--- config.mk ---
export PLATFORM = sky130hd
export DESIGN_NAME = ipu_prefetch
export DESIGN_NICKNAME = d
export VERILOG_FILES = /design/src/inc/ipu_pkg.sv /design/src/hw/ipu_branch_scan.sv /design/src/hw/ipu_prefetch.sv
export SDC_FILE = /design/constraint.sdc
export NUM_CORES = 2
export LEC_CHECK = 0
export ABC_CLOCK_PERIOD_IN_PS = 11050
export BUFFER_PORTS_ARGS = -buffer_cell sky130_fd_sc_hd__buf_4
export CAP_MARGIN = 10
export CORE_UTILIZATION = 25
export CTS_CLUSTER_DIAMETER = 60
export DETAILED_ROUTE_END_ITERATION = 8
export MAX_ROUTING_LAYER = met4
export PLACE_DENSITY = 0.44
export SLEW_MARGIN = 20
export SYNTH_ARGS = -nofsm -noshare
export SYNTH_HDL_FRONTEND = slang
export SYNTH_HIERARCHICAL = 1
export SYNTH_SLANG_ARGS = --single-unit
--- constraint.sdc ---
create_clock -name core_clk -period 11.05 [get_ports core_clk]
set_input_delay 2.21 -clock core_clk [delete_from_list [all_inputs] [get_ports core_clk]]
set_output_delay 2.21 -clock core_clk [all_outputs]
set_load 0.01 [all_outputs]
--- src/inc/ipu_pkg.sv ---
// ipu_pkg: shared constants and types of the instruction prefetch unit
package ipu_pkg;
    localparam int IW              = 32;
    localparam int AW              = 16;
    localparam int SW              = 8;
    localparam int BUS_W           = 64;
    localparam int SLOTS_PER_FETCH = 2;
    localparam int B1_DEPTH        = 6;
    localparam int B2_DEPTH        = 3;
    localparam int SCAN_W          = 3;
    localparam int FIFO_DEPTH      = 4;
    localparam int BLK_LSB         = 3;
    localparam int SLOT_SEL_BIT    = 2;
    localparam logic [AW-1:0] SLOT_BYTES  = 16'h0004;
    localparam logic [AW-1:0] BLOCK_BYTES = 16'h0008;
    localparam logic [AW-1:0] RESET_IP    = 16'h0000;
    localparam logic [SW-1:0] RESET_CSP   = 8'h00;
    // slot field layout
    localparam int CLS_LSB   = 0;
    localparam int CC_LSB    = 4;
    localparam int PRED_BIT  = 8;
    localparam int OFS_LSB   = 16;
    localparam int CADDR_LSB = 16;
    localparam logic [3:0] CC_ALWAYS = 4'h0;

    typedef enum logic [3:0] {
        CLS_PLAIN = 4'h0,
        CLS_REL   = 4'h1,
        CLS_BIT   = 4'h2,
        CLS_ABS   = 4'h3
    } ipu_cls_e;

    typedef enum logic [1:0] {
        REQ_IDLE = 2'h0,
        REQ_WAIT = 2'h1,
        REQ_DROP = 2'h3
    } ipu_req_e;

    typedef struct packed {
        logic [IW-1:0] instr;
        logic [AW-1:0] ip;
    } ipu_slot_s;

    typedef struct packed {
        logic          is_br;
        logic          taken;
        logic [AW-1:0] target;
    } ipu_br_s;

    typedef struct packed {
        ipu_slot_s slot;
        ipu_br_s   br;
    } ipu_b2_s;

    typedef struct packed {
        ipu_slot_s     slot;
        ipu_br_s       br;
        logic          fold_valid;
        logic [AW-1:0] fold_ip;
        logic [3:0]    fold_cls;
        logic [3:0]    fold_cc;
        logic          fold_attr;
        logic          fold_taken;
        logic [AW-1:0] fold_target;
    } ipu_entry_s;
endpackage : ipu_pkg

--- src/hw/ipu_branch_scan.sv ---
// ipu_branch_scan: branch detection, static prediction and target of one slot
`timescale 1ns/1ps
module ipu_branch_scan (
    input  wire logic          core_clk,
    input  wire logic          rst,
    input  ipu_pkg::ipu_slot_s slot,
    output ipu_pkg::ipu_br_s   br
);
    ipu_pkg::ipu_cls_e         cls;
    logic [3:0]                cc;
    logic [7:0]                ofs;
    logic [ipu_pkg::AW-1:0]    seq;
    logic [ipu_pkg::AW-1:0]    step;

    always_comb begin
        cls  = ipu_pkg::ipu_cls_e'(slot.instr[ipu_pkg::CLS_LSB +: 4]);
        cc   = slot.instr[ipu_pkg::CC_LSB +: 4];
        ofs  = slot.instr[ipu_pkg::OFS_LSB +: 8];
        seq  = slot.ip + ipu_pkg::SLOT_BYTES;
        // halfword offset, sign extended
        step = {{(ipu_pkg::AW-9){ofs[7]}}, ofs, 1'b0};
        br.is_br  = 1'b0;
        br.taken  = 1'b0;
        br.target = seq;
        case (cls)
            ipu_pkg::CLS_REL: begin
                br.is_br  = 1'b1;
                br.target = seq + step;
                br.taken  = (cc == ipu_pkg::CC_ALWAYS) || ofs[7];
            end
            ipu_pkg::CLS_BIT: begin
                br.is_br  = 1'b1;
                br.target = seq + step;
                br.taken  = ofs[7];
            end
            ipu_pkg::CLS_ABS: begin
                br.is_br  = 1'b1;
                // odd targets impossible, lsb dropped
                br.target = {slot.instr[ipu_pkg::CADDR_LSB+1 +: ipu_pkg::AW-1], 1'b0};
                br.taken  = !slot.instr[ipu_pkg::PRED_BIT];
            end
            default: ;
        endcase
    end

    property p_rel_pred;
        @(posedge core_clk) disable iff (rst)
        (cls == ipu_pkg::CLS_REL) |-> (br.taken == ((cc == ipu_pkg::CC_ALWAYS) || ofs[7]));
    endproperty
    a_rel_pred: assert property (p_rel_pred) else $error("relative prediction wrong");

    property p_bit_pred;
        @(posedge core_clk) disable iff (rst)
        (cls == ipu_pkg::CLS_BIT) |-> (br.is_br && br.taken == ofs[7]);
    endproperty
    a_bit_pred: assert property (p_bit_pred) else $error("bit test prediction wrong");

    property p_abs_pred;
        @(posedge core_clk) disable iff (rst)
        (cls == ipu_pkg::CLS_ABS) |-> (br.taken != slot.instr[ipu_pkg::PRED_BIT]);
    endproperty
    a_abs_pred: assert property (p_abs_pred) else $error("absolute prediction wrong");
endmodule : ipu_branch_scan

--- src/hw/ipu_prefetch.sv ---
// ipu_prefetch: two-stage instruction prefetch with branch folding and fifo
`timescale 1ns/1ps
module ipu_prefetch #(
    parameter int FIFO_DEPTH = ipu_pkg::FIFO_DEPTH
) (
    input  wire logic                          core_clk,
    input  wire logic                          rst,
    output logic                               pm_req_valid,
    input  wire logic                          pm_req_ready,
    output logic [ipu_pkg::SW+ipu_pkg::AW-1:0] pm_req_addr,
    input  wire logic                          pm_rsp_valid,
    input  wire logic [ipu_pkg::BUS_W-1:0]     pm_rsp_data,
    output logic                               exe_valid,
    input  wire logic                          exe_ready,
    output ipu_pkg::ipu_entry_s                exe_entry,
    input  wire logic                          exe_mispredict,
    input  wire logic [ipu_pkg::SW-1:0]        exe_fix_csp,
    input  wire logic [ipu_pkg::AW-1:0]        exe_fix_ip
);
    localparam int PW = $clog2(FIFO_DEPTH);
    localparam int CW = PW + 1;
    localparam int AW = ipu_pkg::AW;
    localparam int IW = ipu_pkg::IW;
    localparam int B1 = ipu_pkg::B1_DEPTH;
    localparam int B2 = ipu_pkg::B2_DEPTH;
    localparam int SC = ipu_pkg::SCAN_W;

    if (FIFO_DEPTH < 2 || (1 << PW) != FIFO_DEPTH) begin : g_bad_depth
        $error("FIFO_DEPTH must be a power of two of at least 2");
    end

    ipu_pkg::ipu_req_e          req_st_reg,   req_st_next;
    logic [AW-1:0]              fetch_ip_reg, fetch_ip_next;
    logic [ipu_pkg::SW-1:0]     csp_reg,      csp_next;
    logic                       skip_reg,     skip_next;
    ipu_pkg::ipu_slot_s         b1_reg [B1],  b1_next [B1];
    logic [2:0]                 b1_cnt_reg,   b1_cnt_next;
    ipu_pkg::ipu_b2_s           b2_reg [B2],  b2_next [B2];
    logic [1:0]                 b2_cnt_reg,   b2_cnt_next;
    ipu_pkg::ipu_entry_s        fifo_mem [FIFO_DEPTH];
    logic [PW-1:0]              wr_ptr_reg,   wr_ptr_next;
    logic [PW-1:0]              rd_ptr_reg,   rd_ptr_next;
    logic [CW-1:0]              fifo_cnt_reg, fifo_cnt_next;
    logic                       exe_valid_reg, exe_valid_next;
    ipu_pkg::ipu_entry_s        exe_entry_reg, exe_entry_next;

    ipu_pkg::ipu_slot_s         view [B1+2];
    int unsigned                vcnt;
    int unsigned                nmove;
    ipu_pkg::ipu_slot_s         scan_slot [SC];
    ipu_pkg::ipu_br_s           scan_br [SC];
    logic                       rsp_take;
    logic [AW-1:0]              blk_ip;
    logic                       redir;
    logic [AW-1:0]              redir_target;
    logic                       fs_valid, fs_fold, fs_adv, bypass;
    logic                       fifo_wr, fifo_rd, fifo_empty, fifo_full, out_load;
    logic [1:0]                 fs_used;
    ipu_pkg::ipu_entry_s        fs_entry;

    assign pm_req_addr = {csp_reg, fetch_ip_reg[AW-1:ipu_pkg::BLK_LSB], 3'h0};
    assign exe_valid   = exe_valid_reg;
    assign exe_entry   = exe_entry_reg;

    // prefetch stage scanners
    for (genvar g = 0; g < SC; g++) begin : g_scan
        ipu_branch_scan u_scan (
            .core_clk (core_clk),
            .rst      (rst),
            .slot     (scan_slot[g]),
            .br       (scan_br[g])
        );
    end

    // fetch stage: fold a branch into its predecessor, then fifo or bypass
    always_comb begin
        fs_valid   = b2_cnt_reg != 2'h0;
        fs_fold    = b2_cnt_reg >= 2'h2 && !b2_reg[0].br.is_br && b2_reg[1].br.is_br;
        fs_entry   = '0;
        fs_entry.slot = b2_reg[0].slot;
        fs_entry.br   = b2_reg[0].br;
        if (fs_fold) begin
            fs_entry.fold_valid  = 1'b1;
            fs_entry.fold_ip     = b2_reg[1].slot.ip;
            fs_entry.fold_cls    = b2_reg[1].slot.instr[ipu_pkg::CLS_LSB +: 4];
            fs_entry.fold_cc     = b2_reg[1].slot.instr[ipu_pkg::CC_LSB +: 4];
            fs_entry.fold_attr   = b2_reg[1].slot.instr[ipu_pkg::PRED_BIT];
            fs_entry.fold_taken  = b2_reg[1].br.taken;
            fs_entry.fold_target = b2_reg[1].br.target;
        end
        out_load   = !exe_valid_reg || exe_ready;
        fifo_empty = fifo_cnt_reg == CW'(0);
        fifo_full  = fifo_cnt_reg == CW'(FIFO_DEPTH);
        bypass     = fs_valid && fifo_empty && out_load;
        fifo_wr    = fs_valid && !bypass && !fifo_full;
        fifo_rd    = out_load && !fifo_empty;
        fs_adv     = bypass || fifo_wr;
        fs_used    = !fs_adv ? 2'h0 : (fs_fold ? 2'h2 : 2'h1);
    end

    // fifo and execution output register
    always_comb begin
        wr_ptr_next    = wr_ptr_reg;
        rd_ptr_next    = rd_ptr_reg;
        fifo_cnt_next  = fifo_cnt_reg;
        exe_valid_next = exe_valid_reg;
        exe_entry_next = exe_entry_reg;
        if (fifo_wr) begin
            wr_ptr_next = wr_ptr_reg + PW'(1);
        end
        if (fifo_rd) begin
            rd_ptr_next = rd_ptr_reg + PW'(1);
        end
        if (fifo_wr && !fifo_rd) begin
            fifo_cnt_next = fifo_cnt_reg + CW'(1);
        end else if (fifo_rd && !fifo_wr) begin
            fifo_cnt_next = fifo_cnt_reg - CW'(1);
        end
        if (out_load) begin
            exe_valid_next = fifo_rd || bypass;
            // a folded entry carries both instructions at once
            exe_entry_next = fifo_rd ? fifo_mem[rd_ptr_reg] : fs_entry;
        end
        if (exe_mispredict) begin
            wr_ptr_next    = '0;
            rd_ptr_next    = '0;
            fifo_cnt_next  = '0;
            exe_valid_next = 1'b0;
        end
    end

    always_ff @(posedge core_clk) begin
        if (rst) begin
            wr_ptr_reg    <= '0;
            rd_ptr_reg    <= '0;
            fifo_cnt_reg  <= '0;
            exe_valid_reg <= 1'b0;
            exe_entry_reg <= '0;
        end else begin
            wr_ptr_reg    <= wr_ptr_next;
            rd_ptr_reg    <= rd_ptr_next;
            fifo_cnt_reg  <= fifo_cnt_next;
            exe_valid_reg <= exe_valid_next;
            exe_entry_reg <= exe_entry_next;
        end
    end

    // data array needs no reset; occupancy is tracked by the count
    always_ff @(posedge core_clk) begin
        if (fifo_wr) begin
            fifo_mem[wr_ptr_reg] <= fs_entry;
        end
    end

    // prefetch stage: first buffer plus arriving block, scanned three at a time
    always_comb begin
        rsp_take     = pm_rsp_valid && req_st_reg == ipu_pkg::REQ_WAIT;
        blk_ip       = fetch_ip_reg - ipu_pkg::BLOCK_BYTES;
        vcnt         = 32'(b1_cnt_reg);
        for (int i = 0; i < B1 + 2; i++) begin
            view[i] = (i < B1) ? b1_reg[i < B1 ? i : 0] : '0;
        end
        // empty first buffer is bypassed: the block is scanned as it arrives
        for (int j = 0; j < ipu_pkg::SLOTS_PER_FETCH; j++) begin
            if (rsp_take && !(j == 0 && skip_reg)) begin
                view[vcnt].instr = pm_rsp_data[j*IW +: IW];
                view[vcnt].ip    = blk_ip + AW'(j * 4);
                vcnt             = vcnt + 1;
            end
        end
        for (int i = 0; i < SC; i++) begin
            scan_slot[i] = (i < vcnt) ? view[i] : '0;
        end
    end

    // kept apart from the scanner inputs so scan results feed no loop
    always_comb begin
        redir        = 1'b0;
        redir_target = fetch_ip_reg;
        nmove        = 0;
        for (int i = 0; i < B2; i++) begin
            b2_next[i] = (i + fs_used < B2) ? b2_reg[(i + fs_used) % B2] : '0;
        end
        b2_cnt_next = b2_cnt_reg - fs_used;
        if (b2_cnt_next == 2'h0 && vcnt != 0) begin
            nmove = (vcnt < SC) ? vcnt : SC;
            for (int i = SC - 1; i >= 0; i--) begin
                if (i < nmove && scan_br[i].is_br && scan_br[i].taken) begin
                    nmove        = i + 1;
                    redir        = 1'b1;
                    redir_target = scan_br[i].target;
                end
            end
            for (int i = 0; i < B2; i++) begin
                if (i < nmove) begin
                    b2_next[i].slot = view[i];
                    b2_next[i].br   = scan_br[i];
                end
            end
            b2_cnt_next = 2'(nmove);
        end
        for (int i = 0; i < B1; i++) begin
            b1_next[i] = view[(i + nmove) % (B1 + 2)];
        end
        // slots behind a taken branch are off the predicted path
        b1_cnt_next = redir ? 3'h0 : 3'(vcnt - nmove);
        if (exe_mispredict) begin
            b1_cnt_next = 3'h0;
            b2_cnt_next = 2'h0;
        end
    end

    always_ff @(posedge core_clk) begin
        if (rst) begin
            b1_cnt_reg <= 3'h0;
            b2_cnt_reg <= 2'h0;
            for (int i = 0; i < B1; i++) begin
                b1_reg[i] <= '0;
            end
            for (int i = 0; i < B2; i++) begin
                b2_reg[i] <= '0;
            end
        end else begin
            b1_cnt_reg <= b1_cnt_next;
            b2_cnt_reg <= b2_cnt_next;
            b1_reg     <= b1_next;
            b2_reg     <= b2_next;
        end
    end

    // request side: one block in flight, dropped if the path changes under it
    always_comb begin
        req_st_next   = req_st_reg;
        fetch_ip_next = fetch_ip_reg;
        csp_next      = csp_reg;
        skip_next     = skip_reg;
        // room for a whole block is kept, so responses need no ready
        pm_req_valid  = !rst && req_st_reg == ipu_pkg::REQ_IDLE && !redir && !exe_mispredict
                        && b1_cnt_reg <= 3'(B1 - ipu_pkg::SLOTS_PER_FETCH);
        case (req_st_reg)
            ipu_pkg::REQ_IDLE: begin
                if (pm_req_valid && pm_req_ready) begin
                    req_st_next   = ipu_pkg::REQ_WAIT;
                    skip_next     = fetch_ip_reg[ipu_pkg::SLOT_SEL_BIT];
                    fetch_ip_next = {fetch_ip_reg[AW-1:ipu_pkg::BLK_LSB], 3'h0}
                                    + ipu_pkg::BLOCK_BYTES;
                end
            end
            ipu_pkg::REQ_WAIT: begin
                if (pm_rsp_valid) begin
                    req_st_next = ipu_pkg::REQ_IDLE;
                end else if (redir || exe_mispredict) begin
                    req_st_next = ipu_pkg::REQ_DROP;
                end
            end
            ipu_pkg::REQ_DROP: begin
                if (pm_rsp_valid) begin
                    req_st_next = ipu_pkg::REQ_IDLE;
                end
            end
            default: req_st_next = ipu_pkg::REQ_IDLE;
        endcase
        if (redir) begin
            fetch_ip_next = redir_target;
        end
        // ip steps on each accepted request, on predicted-taken branches and on mispredictions, csp only on mispredictions; no software port exists
        if (exe_mispredict) begin
            fetch_ip_next = exe_fix_ip;
            csp_next      = exe_fix_csp;
        end
    end

    always_ff @(posedge core_clk) begin
        if (rst) begin
            req_st_reg   <= ipu_pkg::REQ_IDLE;
            fetch_ip_reg <= ipu_pkg::RESET_IP;
            csp_reg      <= ipu_pkg::RESET_CSP;
            skip_reg     <= 1'b0;
        end else begin
            req_st_reg   <= req_st_next;
            fetch_ip_reg <= fetch_ip_next;
            csp_reg      <= csp_next;
            skip_reg     <= skip_next;
        end
    end

    property p_room;
        @(posedge core_clk) disable iff (rst)
        pm_req_valid |-> b1_cnt_reg <= 3'(B1 - ipu_pkg::SLOTS_PER_FETCH);
    endproperty
    a_room: assert property (p_room) else $error("fetch issued without room");

    property p_ahead;
        @(posedge core_clk) disable iff (rst)
        (exe_valid_reg && req_st_reg == ipu_pkg::REQ_IDLE && b1_cnt_reg == 3'h0
         && !redir && !exe_mispredict) |-> pm_req_valid;
    endproperty
    a_ahead: assert property (p_ahead) else $error("no fetch ahead of execution");

    property p_b1_cap;
        @(posedge core_clk) disable iff (rst)
        b1_cnt_reg <= 3'(B1);
    endproperty
    a_b1_cap: assert property (p_b1_cap) else $error("first buffer overrun");

    property p_b2_cap;
        @(posedge core_clk) disable iff (rst)
        (b2_cnt_reg <= 2'(B2)) and (b2_cnt_reg != 2'h0 |-> b2_reg[0].slot == $past(b2_reg[0].slot)
            or $past(fs_adv) or $past(b2_cnt_reg) == 2'h0);
    endproperty
    a_b2_cap: assert property (p_b2_cap) else $error("second buffer misbehaves");

    property p_redirect;
        @(posedge core_clk) disable iff (rst)
        (redir && !exe_mispredict) |-> !pm_req_valid ##1 (fetch_ip_reg == $past(redir_target)
            && b1_cnt_reg == 3'h0 && req_st_reg != ipu_pkg::REQ_WAIT);
    endproperty
    a_redirect: assert property (p_redirect) else $error("fetch not redirected");

    property p_fold_pair;
        @(posedge core_clk) disable iff (rst)
        (exe_valid_reg && exe_entry_reg.fold_valid) |->
            (exe_entry_reg.fold_ip == exe_entry_reg.slot.ip + ipu_pkg::SLOT_BYTES
             && !exe_entry_reg.br.is_br);
    endproperty
    a_fold_pair: assert property (p_fold_pair) else $error("folded pair broken");

    property p_bypass;
        @(posedge core_clk) disable iff (rst)
        (bypass && !exe_mispredict) |=>
            (exe_valid_reg && exe_entry_reg.slot.ip == $past(fs_entry.slot.ip)
             && fifo_cnt_reg == $past(fifo_cnt_reg));
    endproperty
    a_bypass: assert property (p_bypass) else $error("bypass not taken");

    property p_flush;
        @(posedge core_clk) disable iff (rst)
        exe_mispredict |=> (b1_cnt_reg == 3'h0 && b2_cnt_reg == 2'h0
            && fifo_cnt_reg == CW'(0) && !exe_valid_reg
            && fetch_ip_reg == $past(exe_fix_ip) && csp_reg == $past(exe_fix_csp));
    endproperty
    a_flush: assert property (p_flush) else $error("misprediction not flushed");
endmodule : ipu_prefetch

# Word-level counts from Yosys, hierarchy flattened
# Memories as Yosys holds them, arrays and structs flattened. A register that Yosys moved wholly into a read port is not among the register bits.
# Index checks and enable logic that the tools add are counted.
# totals
n_memories	1
latchBits	0
ff_bits	635
output_inout_bits	135
mem_bits_rw	436
input_bits	94
rom_bits	0
wordCells	287
# classes
magnitude_cmp	28
n_addsub	24
multipliers	0
bitwise_logic	11
eq_ne	17
n_shift	0
n_reduce_logical	62
n_div	3
muxes	92
# mem_list
name	words	word_bits	read_ports	rd_ports_with_merged_regs	write_ports	line	rtl
fifo_mem	4	109	1	1	1	ipu_prefetch.sv:40	ipu_pkg::ipu_entry_s fifo_mem [FIFO_DEPTH];
# op_table
operator	count
$bwmux W384	4
$bmux W48 S3	6
$mux W48	17
$mux W66	12
$mux W384	2
$demux W48 S3	4
$bmux W66 S2	3
$ge A33 B4 Y1 const B	8
$mux W32	8
$not A3 Y33	7
$mux W198	1
$lt A1 B32 Y1 const A	6
$pmux W18 S3	3
$mux W16	10
$not A32 Y33	4
$mux W109	1
$ge A33 B3 Y1 const B	3
$lt A2 B32 Y1 const A	3
$lt A32 B2 Y1 const B	3
$lt A33 B1 Y1 const B	2
$add A16 B3 Y16 const B	4
$mod A32 B2 Y32 const B	2
$add A16 B16 Y16	3
$mux W43	1
other kinds (46)	120

# Longest topological paths before layout
# depth
depth_word	39
ltp_mapped	34
ltp_nobuf	26

# Cells and area by module
# Netlist, hierarchy kept.
# modules_own_cells
mod	cells_each	area_per_inst_um2	instances
ipu_prefetch	7197	60151.4	1
ipu_branch_scan	200	1335.0	3

# Worst setup path before layout
# Ideal clock, no wire load.
# synth_timing
kind	input to register
startpoint	in pm_rsp_valid
endpoint	reg b1_reg[235] (netlist bit)
required_time_ns	10.934
n_path_buf	11
path_slack_ns	2.075
t_arrival_ns	8.859
path_stages	31
cell_sequence	nor4bb_1 > clkbuf_1 > buf_2 > o21ai_0 > ha_1 > xnor2_1 > o32a_1 > nor3_1 > o31a_1 > clkbuf_1 > clkbuf_1 > nor2_1 > nor2_1 > clkbuf_1 > o21ai_0 > a311oi_1 > and2_1 > o21ai_0 > o41ai_2 > a21oi_4 > buf_4 > buf_2 > buf_2 > buf_1 > ha_1 > inv_1 > buf_1 > buf_1 > mux4_2 > o21ai_0 > nor2_1
# synth_rtl
element	line	rtl
start, declared	ipu_prefetch.sv:11	input wire logic pm_rsp_valid,
end signal, assigned	ipu_prefetch.sv:226	b1_reg <= b1_next;
end, declared	ipu_prefetch.sv:36	ipu_pkg::ipu_slot_s b1_reg [B1], b1_next [B1];

==> impl_metrics.env <==
export IMPL_path_clk_slew_ps=50
export IMPL_dp_hpwl_um=191000
export IMPL_reg2reg_from="b1_cnt_reg[1]"
export IMPL_die_area_um2=258000
export IMPL_powerDensity_nw_per_um2=155
export IMPL_hold_buffers=0
export IMPL_grt_pass1_vias=55600
export IMPL_grt_max_degree=201
export IMPL_antenna_found_initial=19
export IMPL_firstDrtPassIters=8
export IMPL_syn_to_final_growth_pct=15.6
export IMPL_start_kind="flop"
export IMPL_grt_util_all_layers=0.224
export IMPL_synth_warnings=6
export IMPL_report_final_slew_viol_count=0
export IMPL_cts_resized=0
export IMPL_cts_made_buffers=148
export IMPL_initial_core_util=0.252
export IMPL_path_delay_family="compound AO/OA/AOI/OAI gates"
export IMPL_cts_tree="done"
export IMPL_r2r_slack_ps=2200
export IMPL_critPathMaxFanout=19
export IMPL_synthCells=7776
export IMPL_setup_viol=0
export IMPL_place_area_um2=68900
export IMPL_io_buffers=225
export IMPL_path_buf_inv=2
export IMPL_final_common_cell="nand2_1"
export IMPL_p_sw_uw=3640
export IMPL_timing_final_ws_setup_ps=1280
export IMPL_wirelength_um=290000
export IMPL_leakagePower_uw=0.0261
export IMPL_grt_util_met1=0.311
export IMPL_intPower_uw=7820
export IMPL_crit_type="flop to primary output"
export IMPL_fmax_mhz=102
export IMPL_finalCoreUtilization=0.291
export IMPL_overflow=0
export IMPL_routed_via_density=5.47
export IMPL_wire_per_inst_um=26.1
export IMPL_crit_chain="clkinv_1 > ha_1 > nand2_1 > o31ai_1 > and3_2 > a22o_1 > a21oi_1 > nor2_1 > a21oi_1 > a311oi_1 > o311ai_0 > a311o_1 > and3_1 > buf_4"
export IMPL_use_met2=0.318
export IMPL_grt_busiest_layer="met2"
export IMPL_hold_viol=0
export IMPL_dpl_cell_count=10800
export IMPL_met3_usage=0.0501
export IMPL_drt_iter0_drc=6855
export IMPL_ios=229
export IMPL_fin_crit_ps=9770
export IMPL_syn_area_um2=64100
export IMPL_largest_reg_flops=436
export IMPL_gp_congestion=0.951
export IMPL_r2r_cells=23
export IMPL_fp_row_count=185
export IMPL_min_to="csp_reg[7]"
export IMPL_clock_sinks=1073
export IMPL_num_vias=60700
export IMPL_drv_cap=0
export IMPL_min_delay_path_class="flop to flop"
export IMPL_rr_endpoint="fetch_ip_reg[13]"
export IMPL_grt_pass1_wl_um=414000
export IMPL_switching_share=0.318
export IMPL_outcome="finished clean"
export IMPL_clockRootBuffer="clkbuf_16"
export IMPL_fin_cells=11100
export IMPL_setup_tns_ps=0
export IMPL_fin_crit_sh=0.884
export IMPL_crit_path_end_kind="primary output"
export IMPL_cp_slowest_cell="and3_2"
export IMPL_rsz0062_at_grt="false"
export IMPL_hold_path_depth=2
export IMPL_slew_headroom=0.179
export IMPL_combPwrFrac=0.175
export IMPL_final_nets=7770
export IMPL_core_region_area_um2=254000
export IMPL_avgSynthCellArea_um2=8.24
export IMPL_hold_start="csp_reg[7]"
export IMPL_dpl_worst_slack_ps=1490
export IMPL_cts_setup_buffers=0
export IMPL_finClkSkew_ps=56.8
export IMPL_dieHeight_um=508
export IMPL_drc=0
export IMPL_clockBufferDepth=3
export IMPL_critical_path_max_stage_delay_ps=840
export IMPL_ant_nets=0
export IMPL_finalInstanceArea_um2=74000
export IMPL_worstMarginPinSlew_ps=1230
export IMPL_pwr_share_seq=0.393
export IMPL_path_common_cell="a21oi_1"
export IMPL_worstSkewPairLatency_ps=850
export IMPL_final_cell_mix="1538 x nand2_1, 1046 x nor2_1, 639 x a21oi_1"
export IMPL_drive_gt1_frac=0.127
export IMPL_worstPathRequired_ps=8840
export IMPL_power_frac_clock=0.432
export IMPL_fp_dieW_um=508
export IMPL_ctsHtreeMaxLevel=4
export IMPL_ir_drop_uv=115
export IMPL_crit_arrival_ps=7560
==> routing by layer <==
layer,part of all wire,vias up
met1,0.46,29800
met4,0.035,0
met3,0.086,509
met2,0.42,2791
li1,-,27700
met5,0,-
==> worst reg2reg max path: cells and delay by family (launching register included) <==
family                   cells  cell delay [ps]
AND/OR/NAND/NOR              7             2310
multiplexers                 1              190
buffers and inverters        2             1120
XOR/XNOR                     1              360
adder cells (fa/ha/maj)      2              800
flip-flops                   1              830
AO/OA/AOI/OAI               10             3140
==> worst max-delay path by stage <==
stage,depth (start not counted),slack (ps),end,from
2_1_floorplan,31,2120,b1_reg[235],pm_rsp_valid
3_3_place_gp,13,1500,pm_req_valid,pm_rsp_valid
3_5_place_dp,13,1490,pm_req_valid,pm_rsp_valid
4_1_cts,14,1350,pm_req_valid,b1_cnt_reg[1]
5_1_grt,14,1110,pm_req_valid,b1_cnt_reg[1]
6_report,14,1280,pm_req_valid,b1_cnt_reg[1]
==> layout make-up <==
cell class                 instances  area [um^2]
fill                           26800       180000
sequential                      1073        25900
timing repair buffer             438         3390
tap                             3366         4210
inverter                          91          360
multi-input combinational       5850        35200
antenna                           15         37.5
clock buffer                     191         4040
clock inverter                    79         1000
==> through the flow <==
step	hold WS [ps]	total power, uW
floorplan	485	5670
global placement	476	6580
detailed placement	487	6590
CTS	500	11600
global route	523	11900
finish	491	11500
==> power by group through the flow <==
stage | clock network [uW] | registers (uW) | logic (uW)
3_5_place_dp | 0 | 4590 | 2000
3_3_place_gp | 0 | 4590 | 1990
4_1_cts | 5050 | 4510 | 2000
6_report | 4950 | 4510 | 2010
2_1_floorplan | 0 | 4540 | 1130
5_1_grt | 5200 | 4530 | 2150
Power figures use the tool's default switching activity.
